## src/core/cdswc_regs.svh

```systemverilog
// Purpose: Constants for the doze, sleep and wake controller
// Assumes: Included by its bare name
// Notes: Reset values of the control state
`ifndef CDSWC_REGS_SVH
`define CDSWC_REGS_SVH
`define CDSWC_RATIO_W 3
`define CDSWC_DOZE_RST 1'b0
`define CDSWC_PD_RST 1'b1
`define CDSWC_TO_RST 1'b1
`define CDSWC_WDT_W 16
`define CDSWC_WDT_RST 16'h0000
`define CDSWC_LFO_KHZ 31
`endif

```

## src/core/cdswc_pkg.sv

```systemverilog
// Purpose: Types for the doze, sleep and wake controller
// Assumes: Nothing
// Notes: Power modes of the core
package cdswc_pkg;
    typedef enum logic [1:0] {
        CDSWC_RUN,
        CDSWC_SLEEP,
        CDSWC_IDLE,
        CDSWC_WAKE
    } cdswc_mode_type;
endpackage

```

## src/core/cdswc_ctrl.sv

```systemverilog
// Purpose: Doze, sleep, idle and wake control beside a small CPU core
// Assumes: Core signals are on clk_sys; pins and reset sources are asynchronous
// Notes: Doze ratio is the log2 of peripheral instruction cycles per CPU cycle
// How it works
// Doze without recovery keeps interrupt at ratio
// Recovery clears doze, CPU runs full speed
// Prefetched instruction runs before vector sequence
// Doze on exit sets doze at return
// Sleep instruction picks sleep or idle
// Entering sleep clears watchdog count
// Entering sleep clears power-down, sets timeout
// Low and high internal oscillators keep running
// Conversion survives only on dedicated oscillator
// Pins hold their pre-sleep drive; the code lets lanes in gpio_async_mask follow gpio_out and gpio_oe in sleep
// Non-watchdog resets stay effective asleep
// Listed reset and interrupt sources wake
// Reset sources reset, others continue
// Sleep prefetches the next instruction
// Enabled interrupt wakes regardless of global
// Global enable decides vector after next
// Waking clears watchdog count
// Flags set regardless of any enable
// Doze gives one CPU cycle per ratio
// Idle stops CPU, keeps peripheral clock
`include "cdswc_regs.svh"
module cdswc_ctrl
    import cdswc_pkg::*;
#(
    parameter int NUM_IRQ = 8,
    parameter int WDT_W = `CDSWC_WDT_W
)
(
    input wire logic clk_sys,
    input wire logic reset_n,
    input wire logic instr_cycle,
    input wire logic doze_enable_set,
    input wire logic doze_enable_clr,
    input wire logic [`CDSWC_RATIO_W-1:0] doze_ratio,
    input wire logic recover_on_interrupt,
    input wire logic doze_on_exit,
    input wire logic idle_enable,
    input wire logic global_interrupt_enable,
    input wire logic sleep_exec,
    input wire logic [31:0] sleep_pc,
    input wire logic return_from_interrupt,
    input wire logic [NUM_IRQ-1:0] irq_cond,
    input wire logic [NUM_IRQ-1:0] irq_enable,
    input wire logic [NUM_IRQ-1:0] irq_flag_clr,
    input wire logic [NUM_IRQ-1:0] irq_runs_in_sleep,
    input wire logic ext_int_pin,
    input wire logic ext_int_enable,
    input wire logic master_clear_input,
    input wire logic master_clear_input_enable,
    input wire logic brown_out_reset,
    input wire logic bor_enable,
    input wire logic power_on_reset,
    input wire logic wdt_enable,
    input wire logic wdt_in_sleep,
    input wire logic wdt_clear,
    input wire logic [WDT_W-1:0] wdt_period,
    input wire logic adc_busy,
    input wire logic adc_on_rc_osc,
    input wire logic [7:0] gpio_out,
    input wire logic [7:0] gpio_oe,
    input wire logic [7:0] gpio_async_mask,
    output logic doze_enable_bit,
    output logic cpu_run,
    output logic periph_clk_en,
    output logic sysclk_en,
    output logic lfo_en,
    output logic hfo_en,
    output logic [1:0] power_mode,
    output logic power_down_flag,
    output logic timeout_flag,
    output logic [WDT_W-1:0] wdt_count,
    output logic device_reset,
    output logic wake_continue,
    output logic [31:0] prefetch_pc,
    output logic prefetch_exec,
    output logic vector_req,
    output logic conversion_abort,
    output logic [NUM_IRQ-1:0] irq_flag,
    output logic [7:0] pin_out,
    output logic [7:0] pin_oe
);
    // Two-stage synchronisers for asynchronous pins and resets
    logic [3:0] sync1_q;
    logic [3:0] sync2_q;
    always_ff @(posedge clk_sys)
    begin
        if (!reset_n)
        begin
            sync1_q <= 4'h0;
            sync2_q <= 4'h0;
        end
        else
        begin
            sync1_q <= {ext_int_pin, master_clear_input, brown_out_reset, power_on_reset};
            sync2_q <= sync1_q;
        end
    end
    logic ext_s, master_clear_input_s, bor_s, por_s;
    assign ext_s = sync2_q[3];
    assign master_clear_input_s = sync2_q[2];
    assign bor_s = sync2_q[1];
    assign por_s = sync2_q[0];

    cdswc_mode_type mode_q;
    logic ext_prev_q;
    logic wdt_expire;
    logic rst_wake;
    logic int_wake;
    logic any_int_pend;
    logic asleep;

    // Reset sources act in every mode; watchdog is not one of them
    assign rst_wake = (master_clear_input_s && master_clear_input_enable) || (bor_s && bor_enable) || por_s;
    // Enabled interrupts wake without regard to the global enable
    assign any_int_pend = |(irq_flag & irq_enable) || (ext_s && !ext_prev_q && ext_int_enable);
    assign asleep = (mode_q == CDSWC_SLEEP) || (mode_q == CDSWC_IDLE);
    assign int_wake = (mode_q == CDSWC_IDLE) ? any_int_pend
        : (|(irq_flag & irq_enable & irq_runs_in_sleep)
        || (ext_s && !ext_prev_q && ext_int_enable));
    assign wdt_expire = wdt_enable && (wdt_count >= wdt_period) && (wdt_period != '0);

    // External interrupt edge detection
    always_ff @(posedge clk_sys)
    begin
        if (!reset_n)
            ext_prev_q <= 1'b0;
        else
            ext_prev_q <= ext_s;
    end

    // Flags: set wins over clear, independent of enables
    always_ff @(posedge clk_sys)
    begin
        if (!reset_n)
            irq_flag <= '0;
        else
            irq_flag <= (irq_flag & ~irq_flag_clr) | irq_cond;
    end

    // Power mode sequence
    always_ff @(posedge clk_sys)
    begin
        if (!reset_n)
            mode_q <= CDSWC_RUN;
        else
        begin
            case (mode_q)
                CDSWC_RUN:
                    if (sleep_exec)
                        mode_q <= idle_enable ? CDSWC_IDLE : CDSWC_SLEEP;
                CDSWC_SLEEP, CDSWC_IDLE:
                    if (rst_wake)
                        mode_q <= CDSWC_RUN;
                    else if (int_wake || wdt_expire)
                        mode_q <= CDSWC_WAKE;
                CDSWC_WAKE:
                    mode_q <= CDSWC_RUN;
                default:
                    mode_q <= CDSWC_RUN;
            endcase
        end
    end

    // Wake outcome pulses: reset or continue
    always_ff @(posedge clk_sys)
    begin
        if (!reset_n)
        begin
            device_reset <= 1'b0;
            wake_continue <= 1'b0;
        end
        else
        begin
            device_reset <= rst_wake;
            wake_continue <= asleep && !rst_wake && (int_wake || wdt_expire);
        end
    end

    // Prefetch of the instruction after sleep, run on wake
    always_ff @(posedge clk_sys)
    begin
        if (!reset_n)
        begin
            prefetch_pc <= 32'h0000_0000;
            prefetch_exec <= 1'b0;
        end
        else
        begin
            if (mode_q == CDSWC_RUN && sleep_exec)
                prefetch_pc <= sleep_pc + 32'h0000_0001;
            prefetch_exec <= (mode_q == CDSWC_WAKE);
        end
    end

    // Vector request follows the prefetched instruction
    logic vec_pend_q;
    logic recover_pend_q;
    always_ff @(posedge clk_sys)
    begin
        if (!reset_n)
        begin
            vec_pend_q <= 1'b0;
            vector_req <= 1'b0;
        end
        else
        begin
            vector_req <= 1'b0;
            if (mode_q == CDSWC_WAKE)
                vec_pend_q <= global_interrupt_enable && any_int_pend;
            else if (mode_q == CDSWC_RUN && !doze_enable_bit && recover_pend_q)
                vec_pend_q <= 1'b1;
            else if (vec_pend_q && instr_cycle && cpu_run)
            begin
                vec_pend_q <= 1'b0;
                vector_req <= 1'b1;
            end
        end
    end

    // Doze bit: recovery on interrupt clears, return with exit option sets
    logic doze_int;
    assign doze_int = doze_enable_bit && global_interrupt_enable && any_int_pend
        && mode_q == CDSWC_RUN;
    always_ff @(posedge clk_sys)
    begin
        if (!reset_n)
        begin
            doze_enable_bit <= `CDSWC_DOZE_RST;
            recover_pend_q <= 1'b0;
        end
        else
        begin
            recover_pend_q <= 1'b0;
            if (doze_int && recover_on_interrupt)
            begin
                doze_enable_bit <= 1'b0;
                recover_pend_q <= 1'b1;
            end
            else if (return_from_interrupt && doze_on_exit)
                doze_enable_bit <= 1'b1;
            else if (doze_enable_set)
                doze_enable_bit <= 1'b1;
            else if (doze_enable_clr)
                doze_enable_bit <= 1'b0;
        end
    end

    // Doze divider: ISR keeps the reduced rate when recovery is off
    logic [(1 << `CDSWC_RATIO_W)-1:0] doze_cnt_q;
    logic [(1 << `CDSWC_RATIO_W)-1:0] doze_div;
    assign doze_div = 8'h01 << doze_ratio;
    always_ff @(posedge clk_sys)
    begin
        if (!reset_n)
            doze_cnt_q <= 8'h00;
        else if (!doze_enable_bit)
            doze_cnt_q <= 8'h00;
        else if (instr_cycle)
            doze_cnt_q <= (doze_cnt_q >= doze_div - 8'h01) ? 8'h00 : doze_cnt_q + 8'h01;
    end

    // CPU gating: one cycle per ratio in doze, none while asleep
    always_ff @(posedge clk_sys)
    begin
        if (!reset_n)
            cpu_run <= 1'b1;
        else if (asleep || (mode_q == CDSWC_RUN && sleep_exec))
            cpu_run <= 1'b0;
        else if (doze_enable_bit)
            cpu_run <= (doze_cnt_q == 8'h00);
        else
            cpu_run <= 1'b1;
    end

    // Clock enables; internal oscillators never stop for sleep
    always_ff @(posedge clk_sys)
    begin
        if (!reset_n)
        begin
            sysclk_en <= 1'b1;
            periph_clk_en <= 1'b1;
            lfo_en <= 1'b1;
            hfo_en <= 1'b1;
            power_mode <= 2'h0;
        end
        else
        begin
            sysclk_en <= !(mode_q == CDSWC_SLEEP);
            periph_clk_en <= !(mode_q == CDSWC_SLEEP);
            lfo_en <= 1'b1;
            hfo_en <= 1'b1;
            power_mode <= mode_q;
        end
    end

    // Status flags on sleep entry
    always_ff @(posedge clk_sys)
    begin
        if (!reset_n)
        begin
            power_down_flag <= `CDSWC_PD_RST;
            timeout_flag <= `CDSWC_TO_RST;
        end
        else if (mode_q == CDSWC_RUN && sleep_exec)
        begin
            power_down_flag <= 1'b0;
            timeout_flag <= 1'b1;
        end
        else if (asleep && wdt_expire)
            timeout_flag <= 1'b0;
    end

    // Watchdog: cleared on entry and wake, counts asleep only if allowed
    always_ff @(posedge clk_sys)
    begin
        if (!reset_n)
            wdt_count <= `CDSWC_WDT_RST;
        else if (mode_q == CDSWC_RUN && sleep_exec)
            wdt_count <= '0;
        else if (mode_q == CDSWC_WAKE || (asleep && rst_wake))
            wdt_count <= '0;
        else if (wdt_clear || (mode_q == CDSWC_RUN && wdt_expire))
            wdt_count <= '0;
        else if (wdt_enable && (!asleep || wdt_in_sleep) && !wdt_expire)
            wdt_count <= wdt_count + 1'b1;
    end

    // Conversion abandoned only when clocked from the system clock
    always_ff @(posedge clk_sys)
    begin
        if (!reset_n)
            conversion_abort <= 1'b0;
        else
            conversion_abort <= (mode_q == CDSWC_SLEEP) && adc_busy && !adc_on_rc_osc;
    end

    // Pins frozen in sleep except lanes owned by async peripherals
    always_ff @(posedge clk_sys)
    begin
        if (!reset_n)
        begin
            pin_out <= 8'h00;
            pin_oe <= 8'h00;
        end
        else if (mode_q == CDSWC_SLEEP)
        begin
            pin_out <= (pin_out & ~gpio_async_mask) | (gpio_out & gpio_async_mask);
            pin_oe <= (pin_oe & ~gpio_async_mask) | (gpio_oe & gpio_async_mask);
        end
        else
        begin
            pin_out <= gpio_out;
            pin_oe <= gpio_oe;
        end
    end
endmodule // cdswc_ctrl

```

## config.mk

```make
export PLATFORM = sky130hd
export DESIGN_NAME = cdswc_ctrl
export DESIGN_NICKNAME = d
export VERILOG_FILES = /design/src/core/cdswc_pkg.sv /design/src/core/cdswc_ctrl.sv
export VERILOG_INCLUDE_DIRS = /design/src /design/src/core
export SDC_FILE = /design/constraint.sdc
export NUM_CORES = 1
export LEC_CHECK = 0
export BUFFER_PORTS_ARGS = -buffer_cell sky130_fd_sc_hd__buf_2
export CORE_MARGIN = 2
export CORE_UTILIZATION = 44
export DETAILED_ROUTE_END_ITERATION = 6
export PLACE_DENSITY_LB_ADDON = 0.05
export SYNTH_ARGS = -nofsm -noshare
export SYNTH_HDL_FRONTEND = slang
export SYNTH_SLANG_ARGS = --single-unit
```

## constraint.sdc

```tcl
create_clock -name clk_sys -period 2.35 [get_ports clk_sys]
set_input_delay 0.235 -clock clk_sys [delete_from_list [all_inputs] [get_ports clk_sys]]
set_output_delay 0.235 -clock clk_sys [all_outputs]
set_load 0.1 [all_outputs]
```

==> results of run 1 <==
[what timing repair did]
action | CTS | global route
pin swaps | 1 | 4
setup endpoints to repair | 19 | 19
gates resized for setup | 1 | 28
buffers inserted | 0 | 3
cloned | 0 | 2
[layout by cell type, fill, tap and decap left out, types with 9 or more instances in the layout]
master,n
buf_2,214
dfxtp_1,89
nor2_1,63
nand2_1,41
inv_1,36
buf_4,36
a21oi_1,31
a211oi_1,28
ha_1,28
xor2_1,22
nand3_1,22
mux2i_1,17
nand4_1,16
o21ai_0,16
xnor2_1,14
and3_1,12
nand2b_1,12
o31ai_1,12
a21oi_2,12
and2_1,11
clkbuf_16,10
dfxtp_4,10
or3_1,9
and4_1,9
[synth_stat cells, types with 2 or more instances]
cell type | number | share of area [%]
a211oi_1 | 28 | 3.9
a21o_1 | 3 | 0.41
a21oi_1 | 44 | 4.0
a221oi_1 | 3 | 0.48
a22oi_1 | 2 | 0.28
a311oi_1 | 3 | 0.48
and2_1 | 12 | 1.4
and3_1 | 12 | 1.4
and4_1 | 9 | 1.4
buf_1 | 6 | 0.41
buf_2 | 2 | 0.18
buf_4 | 3 | 0.41
buf_6 | 2 | 0.41
clkbuf_1 | 13 | 0.90
dfxtp_1 | 105 | 39
ha_1 | 34 | 7.8
inv_1 | 37 | 2.5
mux2i_1 | 17 | 3.1
nand2_1 | 41 | 2.8
nand2b_1 | 13 | 1.5
nand3_1 | 22 | 2.0
nand4_1 | 16 | 1.8
nor2_1 | 63 | 4.3
nor3_1 | 5 | 0.46
nor4_1 | 7 | 0.80
o21a_1 | 4 | 0.55
o21ai_0 | 19 | 1.7
o21ai_1 | 3 | 0.28
o31ai_1 | 13 | 1.8
or3_1 | 11 | 1.3
or4_1 | 13 | 1.8
xnor2_1 | 14 | 2.2
xor2_1 | 22 | 3.5
[worst max-delay path by stage]
| stage | slack, ps | start | cells after the start | end |
|---|---|---|---|---|
| final | -70 | wdt_count[15] | 8 | wdt_count[6] |
| after global routing | -130 | wdt_count[15] | 9 | wdt_count[4] |
| after CTS | -90 | wdt_count[15] | 8 | wdt_count[6] |
| after detailed placement | -170 | doze_ratio[1] | 11 | doze_cnt_q[6] |
| after global placement | -90 | doze_ratio[1] | 11 | doze_cnt_q[7] |
| after floorplan | -140 | wdt_count[15] | 8 | wdt_count[6] |
[per-layer routing]
| metal | vias up | wire [um] | track usage (%) |
|---|---|---|---|
| met2 | 119 | 7990 | 39.4 |
| met1 | 2517 | 6330 | 25.5 |
| li1 | 2736 | - | - |
| met5 | - | 0 | 0 |
| met4 | 0 | 164 | 5.30 |
| met3 | 12 | 919 | 7.91 |
[through the flow]
step           total power, mW  util (%)
4_1_cts                   6.53      60.6
3_5_place_dp              4.97      58.1
3_3_place_gp              4.93      58.1
5_1_grt                   6.83      62.1
6_report                  6.52      62.1
2_1_floorplan             4.39         -
[worst max-delay path: stages, from the launching register on]
cell,delay (ps)
dfxtp_4,360
ha_4,250
nand4_1,140
or3_4,360
or4_4,450
a31o_4,260
o221ai_4,220
clkbuf_16,220
a21oi_2,40
[layout make-up]
cell class	instances	area, um^2	area share (%)
Tap cell	168	210	2.80
Timing Repair Buffer	254	1410	18.8
Clock buffer	10	229	3.05
Inverter	38	143	1.90
Sequential cell	105	2150	28.6
Multi-Input combinational cell	459	3280	43.8
Clock inverter	6	75.1	1.00
Antenna cell	1	2.50	0.0334
[cells by family after synthesis]
logic type / Yosys count / share of synthesized area, %
AOI/OAI and AO/OA: 134 / 16.6
xor gates and xnor gates: 36 / 5.78
muxes: 18 / 3.33
adders and majority gates: 34 / 7.80
DFF: 105 / 38.6
other: 1 / 0.0688
and+or+nand+nor: 234 / 22.7
buffers and inverters: 65 / 5.21
[power by group through the flow]
stage / sequential, mW / clock, mW / combinational, mW
3_3_place_gp: 2.15 / 0 / 2.78
3_5_place_dp: 2.16 / 0 / 2.81
4_1_cts: 2.12 / 1.59 / 2.82
5_1_grt: 2.15 / 1.67 / 3.01
2_1_floorplan: 3.63 / 0 / 0.764
6_report: 2.12 / 1.55 / 2.85
==> run summary, run 1 <==
Status: finished with violations
Failing checks: setup timing
Max Cap Viol: 0
Power Dens Cells: 870 nW/um^2
Crit start category: flop
Primary FF master, synth: dfxtp_1
Largest net degree at the start of global routing: 64
Unique masters post-synth: 59
Setup CP Type: flop to flop
Area grow syn2layout: 37.5%
Syn Std Cell Area: 5450 um^2
CTS sink count: 105
Clock Latency Late Sink: 350 ps
I/O pin cnt: 217
Worst-Margin Slew: 599 ps
Sw Share: 47.2%
Setup TNS: -749 ps
DIE AREA: 13300 um^2
Avg Vias per Cell: 5.17
Vias in the first global route: 5068
Initial Utilization: 45.2%
Hold Path Origin: adc_on_rc_osc
# DRC: 0
Placed cell area: 7010 um^2
Final Wtd Congestion: 0.810
Total routed wirelength: 15400 um
Filler Cell Count: 1114
Gr usage total: 22.2%
Max VDD drop: 0.681 mV
First-pass GRT wire length: 23500 um
Row count: 40
Die height: 115 um
Hold slack: 37.6 ps
Worst endpoint required time: 2590 ps
Non-Filler Instances: 1041
CTS H-tree lvls: 3
Initial antenna violation count: 1
Sequential area share after synthesis: 38.6%
Placed insts: 1019
Worst setup margin: -67.4 ps
Seq cells post-synth: 105
Hold Path Stages: 2
Reg2reg start: wdt_count[15]
Post-synth EDFFs: 0
CP Max Fanout: 8
Syn avg cell area: 8.69 um^2
Min cycle time layout: 2420 ps
Leakage power: 3.49 nW
Power Internal: 3.45 mW
GRT overflow: 0
Final worst-path cycle share: 103%
Final setup fails: 17
Layout cells sized above 1: 38.2%
Hold_buf cts: 0
Clock share of power: 23.8%
Fmax: 414 MHz
Wire per inst: 14.8 um
Chip Width: 115 um
Post-place setup slack: -173 ps
Root buf cell: clkbuf_16
Reg2reg path depth: 8
Clock Skew: 7.07 ps
Max-slew violation count: 0
Clk buf depth: 2
Final non-filler cell area: 7500 um^2
Min-delay worst type: primary input to flop
Final hold violations: 0
Switching power: 3.08 mW
CTS tree: built
Logic pwr share: 43.6%
Detail Placement HPWL: 11900 um
DRT Pass-1 Iters: 4
Via count: 5384
RR Endpoint: wdt_count[6]
# port buffers: 214
Critical Path AT: 2650 ps
Yosys warning count: 0
RSZ-0062 raised after global routing: yes
Sequential share of power: 32.6%
Fin nets: 1031
ANT nets after route: 0
Core region area: 12100 um^2
Reg2Reg Setup Slack: -70 ps
Clock-pin slew on the worst setup and hold paths: 70 ps
Ys async rst share: 0%
Max-slew headroom: 59.7%
Crit end category: flop
Initial DRC count: 227
Post-synthesis cell count: 627
Hold EP: conversion_abort
Cts bufs inserted: 9
Power figures use the tool's default switching activity.
==> run 2: changes to the inputs <==
--- a/config.mk
+++ b/config.mk
@@ -11,6 +11,7 @@
 export CORE_UTILIZATION = 44
 export DETAILED_ROUTE_END_ITERATION = 6
 export PLACE_DENSITY_LB_ADDON = 0.05
+export SKIP_CTS_REPAIR_TIMING = 1
 export SYNTH_ARGS = -nofsm -noshare
 export SYNTH_HDL_FRONTEND = slang
 export SYNTH_SLANG_ARGS = --single-unit
==> run 2 against run 1 <==
Net effect: the run still ends with setup timing left; sequential share of layout area grew 0.64 points; sequential cell count is the same; sequential power is essentially flat; utilization shrank 1.4 points; clock skew is essentially flat; critical path depth shrank 1; routed wire length shrank 2.5%; worst setup slack lost 22 ps; first-iteration DRC count shrank 11%; via count shrank 0.43%; clock power is essentially flat; final cell count shrank 0.48%; critical endpoint is now mode_q[1]; largest power group unchanged; highest routed layer unchanged.
==> run summary, run 2 (synthesized netlist as in run 1, its figures left out) <==
Final worst-path cycle share: 104% (+0.93 points)
DRT Pass-1 Iters: 4 (unchanged)
Worst endpoint required time: 2590 ps (about the same)
Core region area: 12100 um^2 (unchanged)
Final hold violations: 0 (unchanged)
Crit start category: flop
Critical path's slowest cell: or4_4
I/O pin cnt: 217 (unchanged)
GRT overflow: 0 (unchanged)
RSZ-0062 raised after global routing: yes
Initial antenna violation count: 1 (unchanged)
Vias in the first global route: 5074 (+0.12%)
# port buffers: 214 (unchanged)
Min cycle time layout: 2440 ps (+21.9 ps)
Fin nets: 1026 (-0.48%)
Final setup fails: 17 (unchanged)
Leakage power: 3.44 nW (-1.6%)
CTS H-tree lvls: 3 (unchanged)
Max VDD drop: 0.679 mV (-0.31%)
Max-slew headroom: 61.0% (+1.3 points)
Avg Vias per Cell: 5.17 (about the same)
Clock Skew: 6.93 ps (-0.142 ps)
Cell Chain, Critical Path: ha_4, nand4_1, or3_1, or4_4, a31oi_4, o32ai_2, mux2_2
Clk buf depth: 2 (unchanged)
Power Dens Cells: 885 nW/um^2 (+1.7%)
Initial Utilization: 45.2% (unchanged)
Chip Width: 115 um (unchanged)
Crit end category: flop
RR Endpoint: mode_q[1]
Largest net degree at the start of global routing: 64 (unchanged)
Row count: 40 (unchanged)
Fmax: 410 MHz (-0.90%)
Total routed wirelength: 15000 um (-2.5%)
CTS tree: built
CP startpoint: wdt_count[15]
Die height: 115 um (unchanged)
Hold slack: 37.0 ps (-0.533 ps)
Most common cell after layout, fill and taps aside: buf_2
Critical Path AT: 2680 ps (+30 ps)
Most frequent cells in the layout: buf_2, dfxtp_1, nor2_1
# DRC: 0 (unchanged)
Setup CP Type: flop to flop
Final Wtd Congestion: 0.810 (unchanged)
Status: finished with violations
Layout cells sized above 1: 35.3% (-2.9 points)
Worst path top cell family by delay: simple AND/OR/NAND/NOR gates
Cts bufs inserted: 9 (unchanged)
CP max stage delay: 520 ps (+70 ps)
Filler Cell Count: 1122 (+0.72%)
Worst setup margin: -89.3 ps (-21.9 ps)
Detail Placement HPWL: 11900 um (unchanged)
Setup crit end: mode_q[1]
Max Cap Viol: 0 (unchanged)
Initial DRC count: 203 (-11%)
First-pass GRT wire length: 23500 um (unchanged)
Worst-Margin Slew: 579 ps (-19.4 ps)
Via count: 5361 (-0.43%)
Clock Latency Late Sink: 360 ps (about the same)
Max-slew violation count: 0 (unchanged)
Reg2Reg Setup Slack: -90 ps (-20 ps)
CTS sink count: 105 (unchanged)
DIE AREA: 13300 um^2 (unchanged)
Reg2reg start: wdt_count[15]
Tot Pwr: 6.49 mW (-0.52%)
Reg2reg path depth: 7 (-1)
ANT nets after route: 0 (unchanged)
Worst path depth: 7 (-1)
Min-delay worst type: primary input to flop
Root buf cell: clkbuf_16
Gr usage total: 22.2% (unchanged)
Hold Path Stages: 2 (unchanged)
Wire per inst: 14.5 um (-2.0%)
Worst Path Buf+Inv: 0 (-1)
Clock-pin slew on the worst setup and hold paths: 70 ps (about the same)
CP Max Fanout: 4 (-4)
Failing checks: setup timing
Area grow syn2layout: 34.5%
-- run 2: cell types whose count changed in the layout (fill, tap and decap cells not counted), moves of 3 or more --
cell	previous run	this run
buf_4	36	33
or4_1	7	13
a21oi_2	12	1
or4_4	7	1
a21oi_1	31	43
-- run 2: how the worst min path moves through the flow --
stage | start | to | slack [ps]
6_report | adc_on_rc_osc | conversion_abort | 40
5_1_grt | adc_on_rc_osc | conversion_abort | 40
4_1_cts | adc_on_rc_osc | conversion_abort | 30
3_5_place_dp | adc_on_rc_osc | conversion_abort | 410
3_3_place_gp | adc_on_rc_osc | conversion_abort | 400
2_1_floorplan | adc_on_rc_osc | conversion_abort | 310
-- run 2: layout make-up --
class | instances | area, um^2 | area share [%]
Multi-Input combinational cell | 459 | 3180 | 43.3
Sequential cell | 105 | 2150 | 29.3
Timing Repair Buffer | 249 | 1350 | 18.4
Clock buffer | 10 | 229 | 3.12
Tap cell | 168 | 210 | 2.87
Inverter | 38 | 143 | 1.95
Clock inverter | 6 | 75.1 | 1.02
Antenna cell | 1 | 2.50 | 0.0341
-- run 2: through the flow --
stage          utilization (%)  TNS (ps)  instance area [um^2]  setup WS, ps  cells
2_1_floorplan                -     -2000                  5610          -143    629
3_3_place_gp              58.1     -1950                  7010         -89.0   1019
3_5_place_dp              58.1     -3240                  7010          -173   1019
4_1_cts                   60.6     -1620                  7310          -115   1035
5_1_grt                   60.8     -2630                  7330          -170   1035
6_report                  60.8     -1160                  7330         -89.3   1036
-- run 2: report_power, final --
part / switching (mW) / total, mW / internal [mW] / leakage [nW]
combinational: 2.23 / 2.81 / 0.581 / 2.41
sequential: 0.124 / 2.12 / 2.00 / 0.875
clock: 0.712 / 1.56 / 0.846 / 0.151
-- run 2: per-layer routing --
layer,up-vias,track usage [%],wire [um]
met4,0,5.30,165
met3,15,7.91,936
met2,127,39.4,7790
met1,2493,25.5,6130
li1,2726,-,-
met5,-,0,0
==> run 3: changes to the inputs <==
--- a/config.mk
+++ b/config.mk
@@ -10,7 +10,7 @@
 export CORE_MARGIN = 2
 export CORE_UTILIZATION = 44
 export DETAILED_ROUTE_END_ITERATION = 6
-export PLACE_DENSITY_LB_ADDON = 0.05
+export PLACE_DENSITY = 0.76
 export SKIP_CTS_REPAIR_TIMING = 1
 export SYNTH_ARGS = -nofsm -noshare
 export SYNTH_HDL_FRONTEND = slang
==> run 3 against run 2 <==
Net effect: clock power fell by 3%; fmax rose by 2.1%; critical path depth rose by 1; critical endpoint is now wdt_count[1]; the run still ends with setup timing left; largest cell class unchanged; global-route usage rose by 1.2 points; critical path type unchanged.
==> run summary, run 3 (synthesized netlist as in run 1, its figures left out) <==
RSZ-0062 raised after global routing: yes
Most common cell after layout, fill and taps aside: buf_2
Worst-Margin Slew: 627 ps (+47.2 ps)
CTS sink count: 105 (unchanged)
Chip Width: 115 um (unchanged)
Status: finished with violations
Max-slew violation count: 0 (unchanged)
GRT overflow: 0 (unchanged)
Core region area: 12100 um^2 (unchanged)
Die height: 115 um (unchanged)
Clock Skew: 7.56 ps (+0.628 ps)
I/O pin cnt: 217 (unchanged)
DRT Pass-1 Iters: 7 (+3)
CTS H-tree lvls: 3 (unchanged)
Initial antenna violation count: 0 (-1)
Critical path's slowest cell: or4_4
Setup CP Type: flop to flop
Wire per inst: 14.9 um (+2.6%)
Total routed wirelength: 15500 um (+3.1%)
Max-slew headroom: 58.2% (-2.8 points)
Multi-input logic area: 3190 um^2 (+0.39%)
Fin nets: 1031 (+0.49%)
Layout cells sized above 1: 36.1% (+0.83 points)
Crit start category: flop
Detail Placement HPWL: 11900 um (+0.53%)
Max Cap Viol: 0 (unchanged)
Final setup fails: 17 (unchanged)
Clock-pin slew on the worst setup and hold paths: 70 ps (about the same)
Critical Path AT: 2620 ps (-60 ps)
Initial DRC count: 231 (+14%)
Met3 Usage GRT: 5.27% (-2.6 points)
GR Util met2: 41.2% (+1.9 points)
Final Util: 61.2% (+0.41 points)
Fmax: 418 MHz (+2.1%)
Avg Vias per Cell: 5.23 (+1.0%)
Cell Chain, Critical Path: ha_4, nand4_1, or3_4, or4_4, a31o_4, o221ai_4, buf_12, a21oi_1
Worst endpoint required time: 2580 ps (about the same)
Largest net degree at the start of global routing: 64 (unchanged)
GRT Max-Usage Layer: met2
Cts bufs inserted: 9 (unchanged)
Post-place setup slack: -164 ps (+9.35 ps)
# port buffers: 214 (unchanged)
Leakage power: 3.46 nW (+0.70%)
Final Wtd Congestion: 0.912 (+13%)
Crit end category: flop
Initial Utilization: 45.2% (unchanged)
ANT nets after route: 0 (unchanged)
Hold slack: 50.5 ps (+13.5 ps)
Min-delay worst type: primary input to flop
Area grow syn2layout: 35.4%
Row count: 40 (unchanged)
Filler Cell Count: 1101 (-1.9%)
Worst setup margin: -40.1 ps (+49.3 ps)
Max VDD drop: 0.871 mV (+28%)
Failing checks: setup timing
Min cycle time layout: 2390 ps (-49.3 ps)
First-pass GRT wire length: 24600 um (+4.4%)
Final hold violations: 0 (unchanged)
Power Dens Cells: 878 nW/um^2 (-0.84%)
Clock Latency Late Sink: 340 ps (-20 ps)
Reg area: 2150 um^2 (unchanged)
Vias in the first global route: 5217 (+2.8%)
CTS tree: built
Via count: 5442 (+1.5%)
CP max stage delay: 520 ps (about the same)
CP Max Fanout: 16 (+12)
Gr usage total: 23.4% (+1.2 points)
Root buf cell: clkbuf_16
Final worst-path cycle share: 102% (-2.1 points)
Most frequent cells in the layout: buf_2, dfxtp_1, nor2_1
GR Util met1: 28.0% (+2.5 points)
# DRC: 0 (unchanged)
DIE AREA: 13300 um^2 (unchanged)
Clk buf depth: 2 (unchanged)
run 3: final timing paths:
path | startpoint | end | slack [ps] | depth (start not counted)
hold / removal | adc_on_rc_osc | conversion_abort | 50 | 2
hold reg to reg | sync1_q[0] | sync2_q[0] | 430 | 1
setup / recovery | wdt_count[15] | wdt_count[1] | -40 | 8
setup reg to reg | wdt_count[15] | wdt_count[1] | -40 | 8
run 3: where the power goes:
| part | internal [mW] | leakage, nW | switching, mW |
|---|---|---|---|
| clock network | 0.843 | 0.147 | 0.677 |
| logic | 0.593 | 2.44 | 2.24 |
| registers | 2.00 | 0.875 | 0.122 |
run 3: metal layers:
layer  vias to the layer above  part of all wire, %
li1                       2739                    -
met4                         0                  1.7
met2                       182                   51
met1                      2499                   41
met5                         -                    0
met3                        22                  6.5
run 3: stage by stage:
stage	std cells	total power, mW	instance area (um^2)	TNS [ps]
3_3_place_gp	1023	4.97	7040	-1410
4_1_cts	1039	6.53	7340	-914
2_1_floorplan	629	4.39	5610	-2000
3_5_place_dp	1023	5.00	7040	-2610
6_report	1041	6.48	7380	-543
5_1_grt	1040	6.80	7380	-2200
run 3: layout make-up:
cell class | instances | share of cell area (%)
Tap cell | 168 | 2.85
Timing Repair Buffer | 254 | 18.8
Clock inverter | 3 | 0.288
Antenna cell | 1 | 0.0339
Multi-Input combinational cell | 459 | 43.2
Inverter | 38 | 1.93
Clock buffer | 13 | 3.81
Sequential cell | 105 | 29.1
run 3: worst max-delay path, delay by kind of cell, from the launching register on:
kind                       cells  cell delay (ps)
and+or+nand+nor                3             1000
AOI/OAI and AO/OA              3              490
DFF                            1              350
adders and majority gates      1              250
buffers and inverters          1              180
